[src/charge_time_unit_consts.svh]
`ifndef CHARGE_TIME_UNIT_CONSTS_SVH
`define CHARGE_TIME_UNIT_CONSTS_SVH

`define CTRL1_OFFSET       12'h000
`define CTRL1_RESET        16'h0000
`define CTRL1_WMASK        16'hbf00
`define BIT_UNIT_ENABLE    15
`define BIT_IDLE_STOP      13
`define BIT_TIME_GEN       12
`define BIT_HW_EDGE        11
`define BIT_EDGE_ORDER     10
`define BIT_SRC_GROUND     9
`define BIT_CONV_TRIGGER   8
`define STATUS_OFFSET      12'h004
`define EDGE_CTRL_OFFSET   12'h008
`define BIT_EDGE1          0
`define BIT_EDGE2          1

`endif

[src/charge_time_unit_pkg.sv]
package charge_time_unit_pkg;
  typedef logic [15:0] reg16_t;
  typedef enum logic [1:0] {
    edge_wait_1,
    edge_wait_2,
    edge_done
  } edge_state_e;
endpackage

[src/edge_sync.sv]
`timescale 1ns/10ps
`default_nettype none
module edge_sync #(
  parameter int width = 4
) (
  input  wire logic             core_clk,  // clock
  input  wire logic             nrst,      // async reset, low
  input  wire logic [width-1:0] async_in,  // pins from outside
  output logic      [width-1:0] sync_out   // synchronised levels
);
  logic [width-1:0] stage1;
  always_ff @(posedge core_clk or negedge nrst)
  begin
    if (!nrst)
    begin
      stage1   <= '0;
      sync_out <= '0;
    end
    else
    begin
      stage1   <= async_in;
      sync_out <= stage1;
    end
  end
endmodule
`default_nettype wire

[src/charge_time_unit_control.sv]
// Chosen here: the register offsets and the APB register port.
`timescale 1ns/10ps
`default_nettype none
`include "charge_time_unit_consts.svh"

module charge_time_unit_control (
  input  wire logic        core_clk,        // 10 MHz clock
  input  wire logic        nrst,            // async reset, low
  input  wire logic        psel,            // apb select
  input  wire logic        penable,         // apb enable
  input  wire logic        pwrite,          // apb direction
  input  wire logic [11:0] paddr,           // apb byte address
  input  wire logic [31:0] pwdata,          // apb write data
  output logic      [31:0] prdata,          // apb read data
  output logic             pready,          // apb ready
  output logic             pslverr,         // apb error
  input  wire logic        device_idle,     // device in idle mode
  input  wire logic        timer_source,    // hardware edge 1 source
  input  wire logic        external_edge_pin, // hardware edge 2 pin
  output logic             unit_active,     // unit running
  output logic             time_generation_enable, // delay generator on
  output logic             current_source_ground,  // ground source output
  output logic             converter_trigger,      // converter start pulse
  output logic             edge1_seen,      // edge 1 status
  output logic             edge2_seen       // edge 2 status
);
  charge_time_unit_pkg::reg16_t      ctrl;
  charge_time_unit_pkg::reg16_t      next_ctrl;
  logic [1:0]                        edge_stat;
  logic [1:0]                        next_edge_stat;
  logic [31:0]                       next_prdata;
  logic                              next_pready;
  logic                              next_pslverr;
  logic                              next_active;
  logic                              next_trig;
  logic                              next_time_generation_enable;
  logic [1:0]                        hw_sync;
  logic [1:0]                        hw_prev;
  logic [1:0]                        hw_rise;
  charge_time_unit_pkg::edge_state_e edge_st;
  charge_time_unit_pkg::edge_state_e next_edge_st;
  logic                              setup;
  logic                              mapped;

  edge_sync #(.width(2)) u_sync (
    .core_clk (core_clk),
    .nrst     (nrst),
    .async_in ({external_edge_pin, timer_source}),
    .sync_out (hw_sync)
  );

  function automatic logic addr_is(input logic [11:0] a, input logic [11:0] off);
    return a == off;
  endfunction

  assign setup   = psel && !penable;
  assign hw_rise = hw_sync & ~hw_prev;
  assign mapped  = addr_is(paddr, `CTRL1_OFFSET) || addr_is(paddr, `STATUS_OFFSET)
                   || addr_is(paddr, `EDGE_CTRL_OFFSET);

  always_comb
  begin
    logic run;
    logic e1;
    logic e2;
    run            = 1'b0;
    e1             = 1'b0;
    e2             = 1'b0;
    next_ctrl      = ctrl;
    next_edge_stat = edge_stat;
    next_edge_st   = edge_st;
    next_prdata    = prdata;
    next_pready    = 1'b0;
    next_pslverr   = 1'b0;
    next_trig      = 1'b0;
    // answer in the access cycle after setup
    if (setup)
    begin
      next_pready  = 1'b1;
      next_pslverr = !mapped;
      next_prdata  = 32'h0000_0000;
      if (!pwrite)
      begin
        if (addr_is(paddr, `CTRL1_OFFSET))
          next_prdata = {16'h0000, ctrl};
        else if (addr_is(paddr, `STATUS_OFFSET))
          next_prdata = {29'h0, unit_active, edge_stat};
      end
    end
    if (psel && penable && pready && pwrite && addr_is(paddr, `CTRL1_OFFSET))
      next_ctrl = pwdata[15:0] & `CTRL1_WMASK;
    next_time_generation_enable = next_ctrl[`BIT_TIME_GEN] && next_ctrl[`BIT_UNIT_ENABLE];
    run = ctrl[`BIT_UNIT_ENABLE] && !(ctrl[`BIT_IDLE_STOP] && device_idle);
    next_active = run;
    if (ctrl[`BIT_HW_EDGE])
    begin
      e1 = hw_rise[0];
      e2 = hw_rise[1];
    end
    else if (psel && penable && pready && pwrite && addr_is(paddr, `EDGE_CTRL_OFFSET))
    begin
      e1 = pwdata[`BIT_EDGE1];
      e2 = pwdata[`BIT_EDGE2];
    end
    if (!run)
    begin
      e1 = 1'b0;
      e2 = 1'b0;
    end
    if (ctrl[`BIT_EDGE_ORDER] && !edge_stat[`BIT_EDGE1] && !e1)
      e2 = 1'b0;
    next_edge_stat = edge_stat | {e2, e1};
    if (psel && penable && pready && pwrite && addr_is(paddr, `STATUS_OFFSET))
      next_edge_stat = (edge_stat & pwdata[1:0]) | {e2, e1};
    if (!ctrl[`BIT_UNIT_ENABLE])
      next_edge_stat = 2'b00;
    unique case (edge_st)
      charge_time_unit_pkg::edge_wait_1:
        if (next_edge_stat[`BIT_EDGE1])
          next_edge_st = charge_time_unit_pkg::edge_wait_2;
      charge_time_unit_pkg::edge_wait_2:
        if (!next_edge_stat[`BIT_EDGE1])
          next_edge_st = charge_time_unit_pkg::edge_wait_1;
        else if (next_edge_stat[`BIT_EDGE2])
        begin
          next_edge_st = charge_time_unit_pkg::edge_done;
          next_trig    = run && ctrl[`BIT_CONV_TRIGGER];
        end
      charge_time_unit_pkg::edge_done:
        if (!next_edge_stat[`BIT_EDGE2])
          next_edge_st = charge_time_unit_pkg::edge_wait_1;
      default:
        next_edge_st = charge_time_unit_pkg::edge_wait_1;
    endcase
  end

  always_ff @(posedge core_clk or negedge nrst)
  begin
    if (!nrst)
    begin
      ctrl                   <= `CTRL1_RESET;
      edge_stat              <= 2'b00;
      edge_st                <= charge_time_unit_pkg::edge_wait_1;
      prdata                 <= 32'h0000_0000;
      pready                 <= 1'b0;
      pslverr                <= 1'b0;
      hw_prev                <= 2'b00;
      unit_active            <= 1'b0;
      time_generation_enable <= 1'b0;
      current_source_ground  <= 1'b0;
      converter_trigger      <= 1'b0;
      edge1_seen             <= 1'b0;
      edge2_seen             <= 1'b0;
    end
    else
    begin
      ctrl                   <= next_ctrl;
      edge_stat              <= next_edge_stat;
      edge_st                <= next_edge_st;
      prdata                 <= next_prdata;
      pready                 <= next_pready;
      pslverr                <= next_pslverr;
      hw_prev                <= hw_sync;
      unit_active            <= next_active;
      time_generation_enable <= next_time_generation_enable;
      current_source_ground  <= next_ctrl[`BIT_SRC_GROUND];
      converter_trigger      <= next_trig;
      edge1_seen             <= next_edge_stat[`BIT_EDGE1];
      edge2_seen             <= next_edge_stat[`BIT_EDGE2];
    end
  end

  ctrl_reserved_a: assert property (@(posedge core_clk) disable iff (!nrst)
    (ctrl & ~`CTRL1_WMASK) == 16'h0000) else $error("reserved bits set");
  read_zero_a: assert property (@(posedge core_clk) disable iff (!nrst)
    (setup && !pwrite && addr_is(paddr, `CTRL1_OFFSET)) |=> prdata[31:16] == 16'h0
    && prdata[14] == 1'b0 && prdata[7:0] == 8'h00) else $error("reserved read nonzero");
  disabled_idle_a: assert property (@(posedge core_clk) disable iff (!nrst)
    !ctrl[`BIT_UNIT_ENABLE] |=> !unit_active) else $error("active while disabled");
  idle_stop_a: assert property (@(posedge core_clk) disable iff (!nrst)
    (ctrl[`BIT_IDLE_STOP] && device_idle) |=> !unit_active) else $error("ran in idle");
  idle_run_a: assert property (@(posedge core_clk) disable iff (!nrst)
    (ctrl[`BIT_UNIT_ENABLE] && !ctrl[`BIT_IDLE_STOP]) |=> unit_active)
    else $error("stopped while enabled");
  time_gen_a: assert property (@(posedge core_clk) disable iff (!nrst)
    time_generation_enable == (ctrl[`BIT_TIME_GEN] && ctrl[`BIT_UNIT_ENABLE]))
    else $error("time generation mismatch");
  ground_follow_a: assert property (@(posedge core_clk) disable iff (!nrst)
    current_source_ground == ctrl[`BIT_SRC_GROUND]) else $error("ground mismatch");
  trigger_gate_a: assert property (@(posedge core_clk) disable iff (!nrst)
    converter_trigger |-> $past(ctrl[`BIT_CONV_TRIGGER])) else $error("stray trigger");
  edge_order_a: assert property (@(posedge core_clk) disable iff (!nrst)
    ($past(ctrl[`BIT_EDGE_ORDER]) && $rose(edge_stat[1])) |-> edge_stat[0])
    else $error("edge 2 before edge 1");
  hw_ignore_a: assert property (@(posedge core_clk) disable iff (!nrst)
    (ctrl[`BIT_HW_EDGE] && hw_rise == 2'b00) |=> !$rose(edge_stat[0]))
    else $error("edge without hardware source");
endmodule
`default_nettype wire

[config.mk]
export PLATFORM = sky130hd
export DESIGN_NAME = charge_time_unit_control
export DESIGN_NICKNAME = d
export VERILOG_FILES = /design/src/charge_time_unit_pkg.sv /design/src/edge_sync.sv /design/src/charge_time_unit_control.sv
export VERILOG_INCLUDE_DIRS = /design/src
export SDC_FILE = /design/constraint.sdc
export NUM_CORES = 1
export LEC_CHECK = 0
export ABC_CLOCK_PERIOD_IN_PS = 1740
export BUFFER_PORTS_ARGS = -buffer_cell sky130_fd_sc_hd__buf_2
export CAP_MARGIN = 40
export CORE_ASPECT_RATIO = 0.75
export CORE_UTILIZATION = 38
export CTS_CLUSTER_DIAMETER = 150
export DETAILED_ROUTE_END_ITERATION = 6
export MAX_ROUTING_LAYER = met4
export PLACE_DENSITY = 0.75
export SLEW_MARGIN = 20
export SYNTH_ARGS = -nofsm -noshare
export SYNTH_HDL_FRONTEND = slang
export SYNTH_HIERARCHICAL = 1
export SYNTH_SLANG_ARGS = --single-unit
[constraint.sdc]
create_clock -name core_clk -period 1.74 [get_ports core_clk]
set_clock_uncertainty 0.05 [all_clocks]
set_input_delay 0.261 -clock core_clk [delete_from_list [all_inputs] [get_ports core_clk]]
set_output_delay 0.261 -clock core_clk [all_outputs]
set_load 0.005 [all_outputs]
; Word-level counts from Yosys, hierarchy flattened
; Index checks and enable logic that the tools add are counted.
[totals]
inputBits = 52
register_bits = 57
[classes]
n_reduce_logical = 23
n_eq_ne = 7
n_mux = 23
bitwise = 5
[op_table]
columns = cell, n
row1 = $mux W16, 3
row2 = $logic_and A1 B1 Y1, 13
row3 = $eq A12 B3 Y1 const B, 1
row4 = $eq A12 B4 Y1 const B, 1
row5 = $logic_not A12 Y1, 1
row6 = $mux W1, 12
row7 = $mux W2, 6
row8 = $pmux W2 S3, 1
row9 = $logic_not A1 Y1, 5
row10 = $and A2 B2 Y2, 2
row11 = $ne A2 B2 Y1 const B, 2
row12 = $or A2 B2 Y2, 2
row13 = $mux W3, 1
row14 = $ne A3 B3 Y1 const B, 1
row15 = $reduce_and A3 Y1, 1
row16 = $eq A2 B1 Y1 const B, 1
row17 = $eq A2 B2 Y1 const B, 1
row18 = $logic_not A2 Y1, 1
row19 = $logic_or A1 B1 Y1, 2
row20 = $not A2 Y2, 1

; Depth between registers and ports, before layout
; Gate-level depths: netlist of run 1.
[depth]
depth_word = 16
mapped_depth = 6
mapped_depth_nobuf = 6

; Cells and area by module
; The synthesis of run 1 kept the hierarchy.
[modules_own_cells]
columns = mod, instances, area_each_um2, cells_each
row1 = charge_time_unit_control, 1, 1383.8, 113
row2 = edge_sync, 1, 100.1, 4

; Worst setup path after synthesis of run 1
; Ideal clock, no wire load.
[synth_path]
path_kind = input to register
from = input port paddr[7]
to = register ctrl[10]
path_buffers = 1
stages = 5
t_arrival_ps = 1634
path_slack_ps = -69
cell_sequence = nor4_2 > nand3_2 > or4_1 > buf_6 > mux2_4
[synth_via]
elab_chain_cells = 2
[synth_rtl]
columns = item, line
row1 = "start, declared", charge_time_unit_control.sv:12  ; input wire logic [11:0] paddr,
row2 = $logic_not A12 Y1, charge_time_unit_control.sv:53  ; return a == off;
row3 = $logic_and A1 B1 Y1, charge_time_unit_control.sv:90  ; if (psel && penable && pready && pwrite && addr_is(paddr, `CTRL1_OFFSET))
row4 = "end signal, assigned", charge_time_unit_control.sv:141  ; ctrl <= `CTRL1_RESET;
row5 = "end signal, assigned", charge_time_unit_control.sv:157  ; ctrl <= next_ctrl;
row6 = "end, declared", charge_time_unit_control.sv:27  ; charge_time_unit_pkg::reg16_t ctrl;
; No other way between the ends.
; A chain may end at the register's enable or synchronous reset.

; Final worst setup path of run 1
[layout_path]
from = register pready
to = register edge_st[0]
[layout_via]
elab_chain_cells = 14
elab_cells_between_ends = 23
[layout_rtl]
columns = item, line
row1 = "start, declared", charge_time_unit_control.sv:15  ; output logic pready,
row2 = "start signal, assigned", charge_time_unit_control.sv:161  ; pready <= next_pready;
row3 = $logic_and A1 B1 Y1 (*) (2 in a row), "charge_time_unit_control.sv:100, charge_time_unit_control.sv:113"
row4 = $logic_and A1 B1 Y1, charge_time_unit_control.sv:100  ; else if (psel && penable && pready && pwrite && addr_is(paddr, `EDGE_CTRL_OFFSET))
row5 = $mux W1, charge_time_unit_control.sv:100
row6 = $mux W1, charge_time_unit_control.sv:95  ; if (ctrl[`BIT_HW_EDGE])
row7 = $mux W1, charge_time_unit_control.sv:105  ; if (!run)
row8 = $logic_not A1 Y1, charge_time_unit_control.sv:110  ; if (ctrl[`BIT_EDGE_ORDER] && !edge_stat[`BIT_EDGE1] && !e1)
row9 = $logic_and A1 B1 Y1, charge_time_unit_control.sv:110
row10 = $mux W1, charge_time_unit_control.sv:110
row11 = $or A2 B2 Y2 (on tied branches), "charge_time_unit_control.sv:112, charge_time_unit_control.sv:114"
row12 = $mux W2 (*), charge_time_unit_control.sv:113  ; if (psel && penable && pready && pwrite && addr_is(paddr, `STATUS_OFFSET))
row13 = $mux W2 (*), charge_time_unit_control.sv:115  ; if (!ctrl[`BIT_UNIT_ENABLE])
row14 = $ne A3 B3 Y1 (no line) / $ne A2 B2 Y1 (equally long branches), n/a
row15 = $reduce_and A3 Y1 (no line), n/a
row16 = "end signal, assigned", charge_time_unit_control.sv:143  ; edge_st <= charge_time_unit_pkg::edge_wait_1;
row17 = "end signal, assigned", charge_time_unit_control.sv:159  ; edge_st <= next_edge_st;
row18 = "end, declared", charge_time_unit_control.sv:40  ; charge_time_unit_pkg::edge_state_e edge_st;
; Every way passes the cells marked *; elsewhere a longest branch is shown, timed or not.

==> impl_metrics.toml, run 1 <==
[power_and_ir_drop]
worst_ir_drop_vdd_mv = 0.4587
power_mw = 1.415
leakage_nw = 1.042
pwr_density_cell_mw_per_mm2 = 755.3

[synth]
synth_cells = 117
yosys_register_bits = 32
synth_largest_type_area_fraction = 0.5396
yosysWarningCount = 6
synth_top_cell_by_area = "dfrtp_1"
distinct_cell_type_count_of_the_synthesized_netlist = 34
synth.yosys.seq_area_share = 0.5396
syn_area_cell_um2 = 12.68
syn_area_mm2 = 0.001484
post_synth_main_area_contributors = "dfrtp_1, buf_4, mux2_4"

[die]
initial_cell_density_of_the_core = 0.4001
die_x_um = 74.16
core_region_area_mm2 = 0.003709
fp.dieH_um = 56.12
design.die.area_mm2 = 0.004162
placementRows = 19
top_level_ports = 92

[timing]
timing.slew.headroom = 0.5375
max_freq_ghz = 0.5662
hold_viol_final = 0
final_slew_viol_count = 0
min_period_over_period = 1.015
worst_hold_slack_ps = 42.70
tightestPinTransition_ps = 693.8
layout_min_cycle_time_ps = 1766
setup_viol = 2
setup_ws_ps = -26.26
timing.setup.tns_ps = -43.56
grt_setup_unrepaired = "true"

[global_route]
grtUsageMet3 = 0.05072
antenna_violations_before_repair = 0
grt_use_met2 = 0.2143
largest_net_degree_at_the_start_of_global_routing = 33
globalRouteOverflowTotal = 0
grt_pass1_wl_mm = 4.429
globalRouteTotalUtil = 0.1486
grt_most_used_layer = "met2"
vias_in_the_first_global_route = 954
groute.layer.met1.usage = 0.1931

[placement]
number_of_port_buffers = 46
gp_congestion = 0.8747
place.detailed.hpwl_mm = 2.128
dp.cells = 219

[drt]
routed_wirelength_mm = 2.797
drc_errors = 0
detail_route.wl_per_cell_um = 12.21
detail_route.vias_per_cell = 4.463
route.vias.total = 1022
firstDrtPassIters = 4
drt_iter0_drc = 46
route.antenna.remaining_nets = 0

[setup_path]
critPathKind = "reg -> reg"
cp-start-kind = "flip-flop"
worst-path-max-fanout = 4
worstSetupEndpointType = "flip-flop"
cp_data_required_time_ps = 1880
worstPathArrival_ps = 1900

[min_path]
hold_path_class = "in -> reg"

[clock_network]
cts-root-to-sink-buffers = 2
cts_htree_levels = 2
worstSkewPairLatency_ps = 280
cts-buffers-inserted = 5
clock-root-buffer = "clkbuf_8"
tritoncts = "built"
clkTransAtPathRegs_ps = 60
numClockSinks = 32

[finish]
num-fill-cells = 339
layout.area.seq_um2 = 800.8
finalCoreUtilization = 0.5051
relative_area_change_from_synthesis_to_final_layout_pct = 26.22
final-instance-count-excl-fill = 229
design.final.nets = 228
antenna_cells = 0
multi_input_comb_area_um2 = 601.8
share_of_final_layout_standard_cells_stronger_than_drive_strength_1 = 0.4520

[run_status]
status = "finished with violations"
violations = "negative setup slack"

[run]
drv_cap = 0
## worst max-delay path, stage by stage (launching register included)
cell and delay (ps):
dfrtp_1 340, nand4_1 140, or3_1 370, or3_1 320, a22o_2 250, a211oi_2 210
## Yosys cell counts
cell type	count
nor3b_2	1
inv_2	1
mux2_4	7
o21ai_0	1
o21a_1	2
o211ai_1	1
a21bo_2	1
nor2_1	2
dfrtp_1	32
nand3_1	2
a22o_2	1
or3_1	2
nand2_1	1
or4_4	1
o211a_1	1
buf_6	1
nand2b_1	1
clkbuf_1	1
conb_1	1
or4_1	3
a22o_1	10
nand3_2	1
nor4_2	2
o21ai_1	3
nor2b_1	3
o31a_1	1
nor2_2	1
a211oi_2	1
and2_1	2
inv_1	3
nand3b_1	2
nand4b_1	2
buf_4	22
nand4_1	1
## placed cells by master, fill, tap and decap left out, drive strengths merged, types with 3 or more instances in the layout
| master | synthesis | final |
|---|---|---|
| a22o | 11 | 11 |
| mux2 | 7 | 7 |
| nor2b | 3 | 3 |
| or4 | 4 | 4 |
| nand3 | 3 | 3 |
| conb | 1 | 22 |
| nor2 | 3 | 3 |
| buf | 23 | 54 |
| clkbuf | 1 | 8 |
| inv | 4 | 4 |
| dfrtp | 32 | 32 |
| o21ai | 4 | 4 |
## final cells by class
type / count / area share
Sequential cell: 32 / 0.4275
Multi-Input combinational cell: 78 / 0.3213
Timing Repair Buffer: 55 / 0.1603
Clock buffer: 8 / 0.04810
Tap cell: 52 / 0.03474
Inverter: 4 / 0.008016
## power breakdown
part           switching [mW]  internal [mW]
combinational          0.0540         0.0340
clock                   0.248          0.322
sequential            0.00305          0.754
total                   0.305           1.11
## repair_timing
| action | CTS | global route |
|---|---|---|
| setup buffers | 1 | 0 |
| endpoints found under the setup margin | 4 | 5 |
| hold buffers | 1 | 0 |
| gates resized for setup | 2 | 3 |
| pin swaps | 5 | 1 |
| endpoints found under the hold margin | 6 | 0 |
## per-stage QoR
| step | cell area (µm²) | setup WS, ps |
|---|---|---|
| CTS | 1862 | -28.89 |
| floorplan | 1580 | -41.85 |
| finish | 1873 | -26.26 |
| global placement | 1748 | -185.4 |
| detailed placement | 1748 | -208.1 |
| global route | 1873 | -107.6 |
## sequential cells by signal (all words and copies together), names as in the netlist
signal and flops:
u_sync/stage1 2, u_sync/sync_out 2, ctrl 7, prdata 10, edge2_seen 1, unit_active 1
time_generation_enable 1, converter_trigger 1, edge_st 2, pslverr 1, edge_stat 1, hw_prev 2
pready 1
## logic make-up after synthesis
group / synth area share
AO/OA/AOI/OAI: 0.1223
buffers and inverters: 0.1315
flip-flops: 0.5396
multiplexers: 0.07083
other: 0.002527
AND/OR/NAND/NOR: 0.1332
## worst paths after layout
check	startpoint	end	slack [ps]	depth (start not counted)
max in group asynchronous	nrst	time_generation_enable	680	2
worst min-delay path	external_edge_pin	u_sync/stage1[1]	40	1
worst max-delay path	pready	edge_st[0]	-30	5
worst max register to register	pready	edge_st[0]	-30	5
min in group asynchronous	nrst	pready	510	2
worst min register to register	u_sync/stage1[0]	u_sync/sync_out[0]	300	0
## per-layer routing
layer	vias to the layer above	wire length, µm
met2	42	1323
met1	481	1237
met3	6	183
met5	-	0
li1	493	-
met4	0	53
No activity file was read; power rests on OpenSTA's default activity.
==> inputs of run 2 (changes only) <==
Settings changed: SLEW_MARGIN 20 to unset, TNS_END_PERCENT set to 30.
==> run 2 against run 1 <==
  * The run still ends with negative setup slack left
  * Sequential power about the same
  * Combinational power down 0.5%
  * Core utilization down 0.27 points
  * Final area down 0.53%
  * Non-clock buffer count unchanged
  * Critical path depth unchanged
  * Clock power up 0.9%
  * Register-to-register slack worse by 20 ps
  * Worst setup slack worse by 19 ps
  * Worst hold slack worse by 11 ps
  * Highest routed layer unchanged
==> impl_metrics.toml, run 2 (synthesis results as in run 1) <==
[power_and_ir_drop]
clock_power_share = 0.405
combPwrFrac = 0.062
power_spent_charging_and_discharging_nets_uw = 316.7
worst_ir_drop_vdd_mv = 0.6238
leakage_nw = 1.026
internal_power_mw = 1.102
pwr-share-seq = 0.533
power.switching_fraction = 0.2232
pwr_density_cell_mw_per_mm2 = 761.8

[die]
initial_cell_density_of_the_core = 0.4001
placementRows = 19
fp.dieH_um = 56.12
top_level_ports = 92
design.die.area_mm2 = 0.004162
core_region_area_mm2 = 0.003709
die_x_um = 74.16

[run_status]
violations = "negative setup slack"
status = "finished with violations"

[setup_path]
worstSetupEndpointType = "flip-flop"
worstPathArrival_ps = 1930
critPathKind = "reg -> reg"
ff2ff_setup_slack_ps = -40
cp_data_required_time_ps = 1890
worst-path-max-fanout = 4
cp-start-kind = "flip-flop"

[placement]
number_of_port_buffers = 46
gp_congestion = 0.8501
place.detailed.hpwl_mm = 2.099

[timing]
tightestPinTransition_ps = 693.6
timing.setup.tns_ps = -65.98
final_slew_viol_count = 0
min_period_over_period = 1.026
grt_setup_unrepaired = "true"
setup_ws_ps = -44.93
worst_hold_slack_ps = 31.85
hold_viol_final = 0
max_freq_ghz = 0.5602
timing.slew.headroom = 0.5376
setup_viol = 2
layout_min_cycle_time_ps = 1785

[finish]
share_of_final_layout_standard_cells_stronger_than_drive_strength_1 = 0.4520
largest_registers = "prdata (10), ctrl (7)"
antenna_cells = 0
finalCoreUtilization = 0.5024
layout_commonest_cell = "buf_2"
max_reg_flops = 10
relative_area_change_from_synthesis_to_final_layout_pct = 25.55
most_frequent_cells_in_the_layout = "buf_2, dfrtp_1, conb_1"
register_with_the_most_flip_flops = "prdata"
design.final.nets = 228

[drt]
detail_route.wl_per_cell_um = 12.06
drt_iter0_drc = 18
firstDrtPassIters = 4
detail_route.vias_per_cell = 4.520
drc_errors = 0
routed_wirelength_mm = 2.762
route.antenna.remaining_nets = 0
route.vias.total = 1035

[clock_network]
clkTransAtPathRegs_ps = 60
cts-root-to-sink-buffers = 2
cts-buffers-inserted = 5
tritoncts = "built"
numClockSinks = 32
cts_htree_levels = 2
clock-root-buffer = "clkbuf_8"
worstSkewPairLatency_ps = 280

[run]
drv_cap = 0

[global_route]
largest_net_degree_at_the_start_of_global_routing = 33
globalRouteOverflowTotal = 0
antenna_violations_before_repair = 0
grt_pass1_wl_mm = 4.457
vias_in_the_first_global_route = 993
globalRouteTotalUtil = 0.1519

[min_path]
hold_path_class = "in -> reg"
## run 2: repair_timing
action,CTS,global route
buffers inserted,1,0
setup endpoints to repair,4,5
gates resized for setup,0,1
endpoints found under the hold margin,27,0
pin swaps,4,1
hold buffers,1,0
## run 2: final cells by class
class,count,area (µm²)
fillers,341,1846
repair buffers,55,300.3
clock buffers,6,82.58
inverters,4,15.01
clock inverters,2,10.01
flip-flops and latches,32,800.8
multi-input cells,78,589.3
well taps,52,65.06
## run 2: stage by stage
stage | worst slack, ps | total power [mW] | area (µm²) | instances
floorplan | -42.18 | 0.8304 | 1580 | 138
global placement | -216.7 | 0.8545 | 1748 | 219
detailed placement | -221.1 | 0.8570 | 1748 | 219
CTS | -50.45 | 1.439 | 1858 | 229
global route | -128.9 | 1.488 | 1863 | 229
finish | -44.93 | 1.419 | 1863 | 229
## run 2: final timing paths
path	start	to	cells past startpoint
worst max-delay path	ctrl[13]	converter_trigger	5
min in group asynchronous	nrst	time_generation_enable	2
max in group asynchronous	nrst	pslverr	2
worst min register to register	u_sync/stage1[0]	u_sync/sync_out[0]	0
worst min-delay path	external_edge_pin	u_sync/stage1[1]	1
worst max register to register	ctrl[13]	converter_trigger	5
## run 2: critical path: stages (launching register included)
cell and delay, ps:
dfrtp_1 380, a21bo_2 210, or4_1 490, o21ai_0 170, a22o_2 210, nor3b_2 180
## run 2: power groups by stage
stage | combinational (mW) | clock, mW | sequential [mW]
finish | 0.0876 | 0.575 | 0.756
global route | 0.102 | 0.631 | 0.756
CTS | 0.0884 | 0.594 | 0.756
detailed placement | 0.0868 | 0 | 0.770
global placement | 0.0845 | 0 | 0.770
floorplan | 0.0603 | 0 | 0.770
## run 2: metal layers
layer | GRT usage | wire length [µm] | share of wire | vias to the layer above
met2 | 0.2273 | 1256 | 0.45 | 38
met4 | 0.07967 | 82 | 0.030 | 0
li1 | - | - | - | 492
met3 | 0.05072 | 167 | 0.060 | 9
met1 | 0.1805 | 1256 | 0.45 | 496
met5 | - | 0 | 0 | -
==> inputs of run 3 (changes only) <==
Settings changed: ABC_CLOCK_PERIOD_IN_PS 1740 to 1440, CORE_MARGIN set to 4.
Clock period 1.74 ns to 1.44 ns, I/O delays scaled along.
==> run 3 against run 2 <==
  * The flow still finishes with violations (negative setup slack)
  * Critical path depth did not move
  * Total power is 18% higher
  * Combinational power up 39%
  * Register-to-register slack worse by 290 ps
  * First-iteration DRC count grew 120%
  * Worst hold slack gained 82 ps
  * Fmax increased by 0.45%
  * Critical endpoint unchanged
  * Largest power group unchanged
==> impl_metrics.toml, run 3 (synthesis results as in run 1) <==
[power_and_ir_drop]
pwr_density_cell_mw_per_mm2 = 857.7
power_mw = 1.669
pwr-share-seq = 0.548
power_spent_charging_and_discharging_nets_uw = 378.2
leakage_nw = 1.065
power.switching_fraction = 0.2266
combPwrFrac = 0.073
internal_power_mw = 1.291
clock_power_share = 0.379
worst_ir_drop_vdd_mv = 0.9050

[clock_network]
worstSkewPairLatency_ps = 280
clkTransAtPathRegs_ps = 60
cts-root-to-sink-buffers = 2
cts_htree_levels = 2
numClockSinks = 32
clock-root-buffer = "clkbuf_8"
cts-buffers-inserted = 5
tritoncts = "built"

[timing]
worst_hold_slack_ps = 113.6
max_freq_ghz = 0.5628
min_period_over_period = 1.234
setup_viol = 13
hold_viol_final = 0
grt_setup_unrepaired = "true"
final_slew_viol_count = 0
setup_ws_ps = -337.0
layout_min_cycle_time_ps = 1777

[die]
core_region_area_mm2 = 0.003709
design.die.area_mm2 = 0.004979
placementRows = 19
initial_cell_density_of_the_core = 0.4001
top_level_ports = 92
fp.dieH_um = 62.12
die_x_um = 80.16

[drt]
route.vias.total = 1056
detail_route.vias_per_cell = 4.456
drt_iter0_drc = 40
firstDrtPassIters = 4
routed_wirelength_mm = 3.139
detail_route.wl_per_cell_um = 13.24
route.antenna.remaining_nets = 0
drc_errors = 0

[global_route]
antenna_violations_before_repair = 0
grt_pass1_wl_mm = 5.230
largest_net_degree_at_the_start_of_global_routing = 33
vias_in_the_first_global_route = 1082
globalRouteTotalUtil = 0.1382
globalRouteOverflowTotal = 0

[finish]
register_with_the_most_flip_flops = "prdata"
finalCoreUtilization = 0.5246
design.final.nets = 237
layout_commonest_cell = "buf_2"
max_reg_flops = 10
share_of_final_layout_standard_cells_stronger_than_drive_strength_1 = 0.4865
relative_area_change_from_synthesis_to_final_layout_pct = 31.11
largest_registers = "prdata (10), ctrl (7)"
most_frequent_cells_in_the_layout = "buf_2, dfrtp_1, conb_1"
antenna_cells = 0

[min_path]
min_from = "pwdata[9]"
hold_path_class = "in -> reg"
hold-path-endpoint = "ctrl[9]"
worst_hold_path.num_cells = 2

[setup_path]
critPathKind = "reg -> reg"
worst-path-max-fanout = 4
rr_worst_depth = 5
ff2ff_setup_slack_ps = -340
worstSetupEndpointType = "flip-flop"
cp-start-kind = "flip-flop"
cp_data_required_time_ps = 1590
critical_path.reg2reg.startpoint = "ctrl[13]"
worstPathArrival_ps = 1930
rr_endpoint = "converter_trigger"

[placement]
place.detailed.hpwl_mm = 2.413
gp_congestion = 0.8130
number_of_port_buffers = 46

[run_status]
status = "finished with violations"
violations = "negative setup slack"

[run]
drv_cap = 0
-- run 3: cell types whose count changed in the layout (fill, tap and decap cells not counted), sizes merged --
| cell | previous run | this run |
|---|---|---|
| buf | 54 | 61 |
| clkinv | 2 | 1 |
| dlygate4sd3 | 1 | 3 |
-- run 3: final cells by class --
type,instances,area (µm²)
Tap cell,52,65.06
Clock buffer,6,72.57
Clock inverter,1,5.005
Timing Repair Buffer,64,380.4
Inverter,4,15.01
Sequential cell,32,800.8
Multi-Input combinational cell,78,606.8
Fill cell,328,1763
-- run 3: worst max-delay path, stage by stage, from the launching register on --
cell and delay, ps:
dfrtp_1 380, a21bo_2 210, or4_4 490, o211ai_1 170
a22o_2 210, nor3b_2 180
-- run 3: worst max-delay path by stage --
stage	cells after the start	slack (ps)	to	startpoint
2_1_floorplan	5	-300	converter_trigger	ctrl[15]
5_1_grt	5	-400	converter_trigger	ctrl[13]
4_1_cts	6	-350	converter_trigger	pready
3_5_place_dp	6	-450	ctrl[11]	paddr[1]
6_report	5	-340	converter_trigger	ctrl[13]
3_3_place_gp	6	-410	ctrl[12]	paddr[1]
-- run 3: what timing repair did --
action	4_1_cts	5_1_grt
endpoints found under the setup margin	21	23
hold buffers	3	0
endpoints found under the hold margin	34	0
resized for setup	3	6
setup buffers	2	0
pin swaps	7	6
-- run 3: power by group through the flow --
| stage | Clock, mW | Combinational, mW | Sequential [mW] |
|---|---|---|---|
| finish | 0.632 | 0.122 | 0.915 |
| global route | 0.687 | 0.139 | 0.915 |
| CTS | 0.656 | 0.121 | 0.915 |
| detailed placement | 0 | 0.114 | 0.931 |
| global placement | 0 | 0.111 | 0.931 |
| floorplan | 0 | 0.0729 | 0.931 |
-- run 3: through the flow --
step / cell area (µm²) / setup WS [ps] / std cells / setup TNS [ps]
after floorplan: 1580 / -304.8 / 138 / -4978
after global placement: 1793 / -410.8 / 225 / -7494
after detailed placement: 1793 / -447.3 / 225 / -8122
after CTS: 1927 / -347.4 / 237 / -2986
after global routing: 1946 / -396.1 / 237 / -4000
final: 1946 / -337.0 / 237 / -2838
-- run 3: per-layer routing --
| metal | vias up | global-route usage | share of wire |
|---|---|---|---|
| met3 | 5 | 0.04913 | 0.064 |
| met5 | - | - | 0 |
| met2 | 37 | 0.2138 | 0.48 |
| met1 | 507 | 0.1733 | 0.44 |
| li1 | 507 | - | - |
| met4 | 0 | 0.03376 | 0.018 |
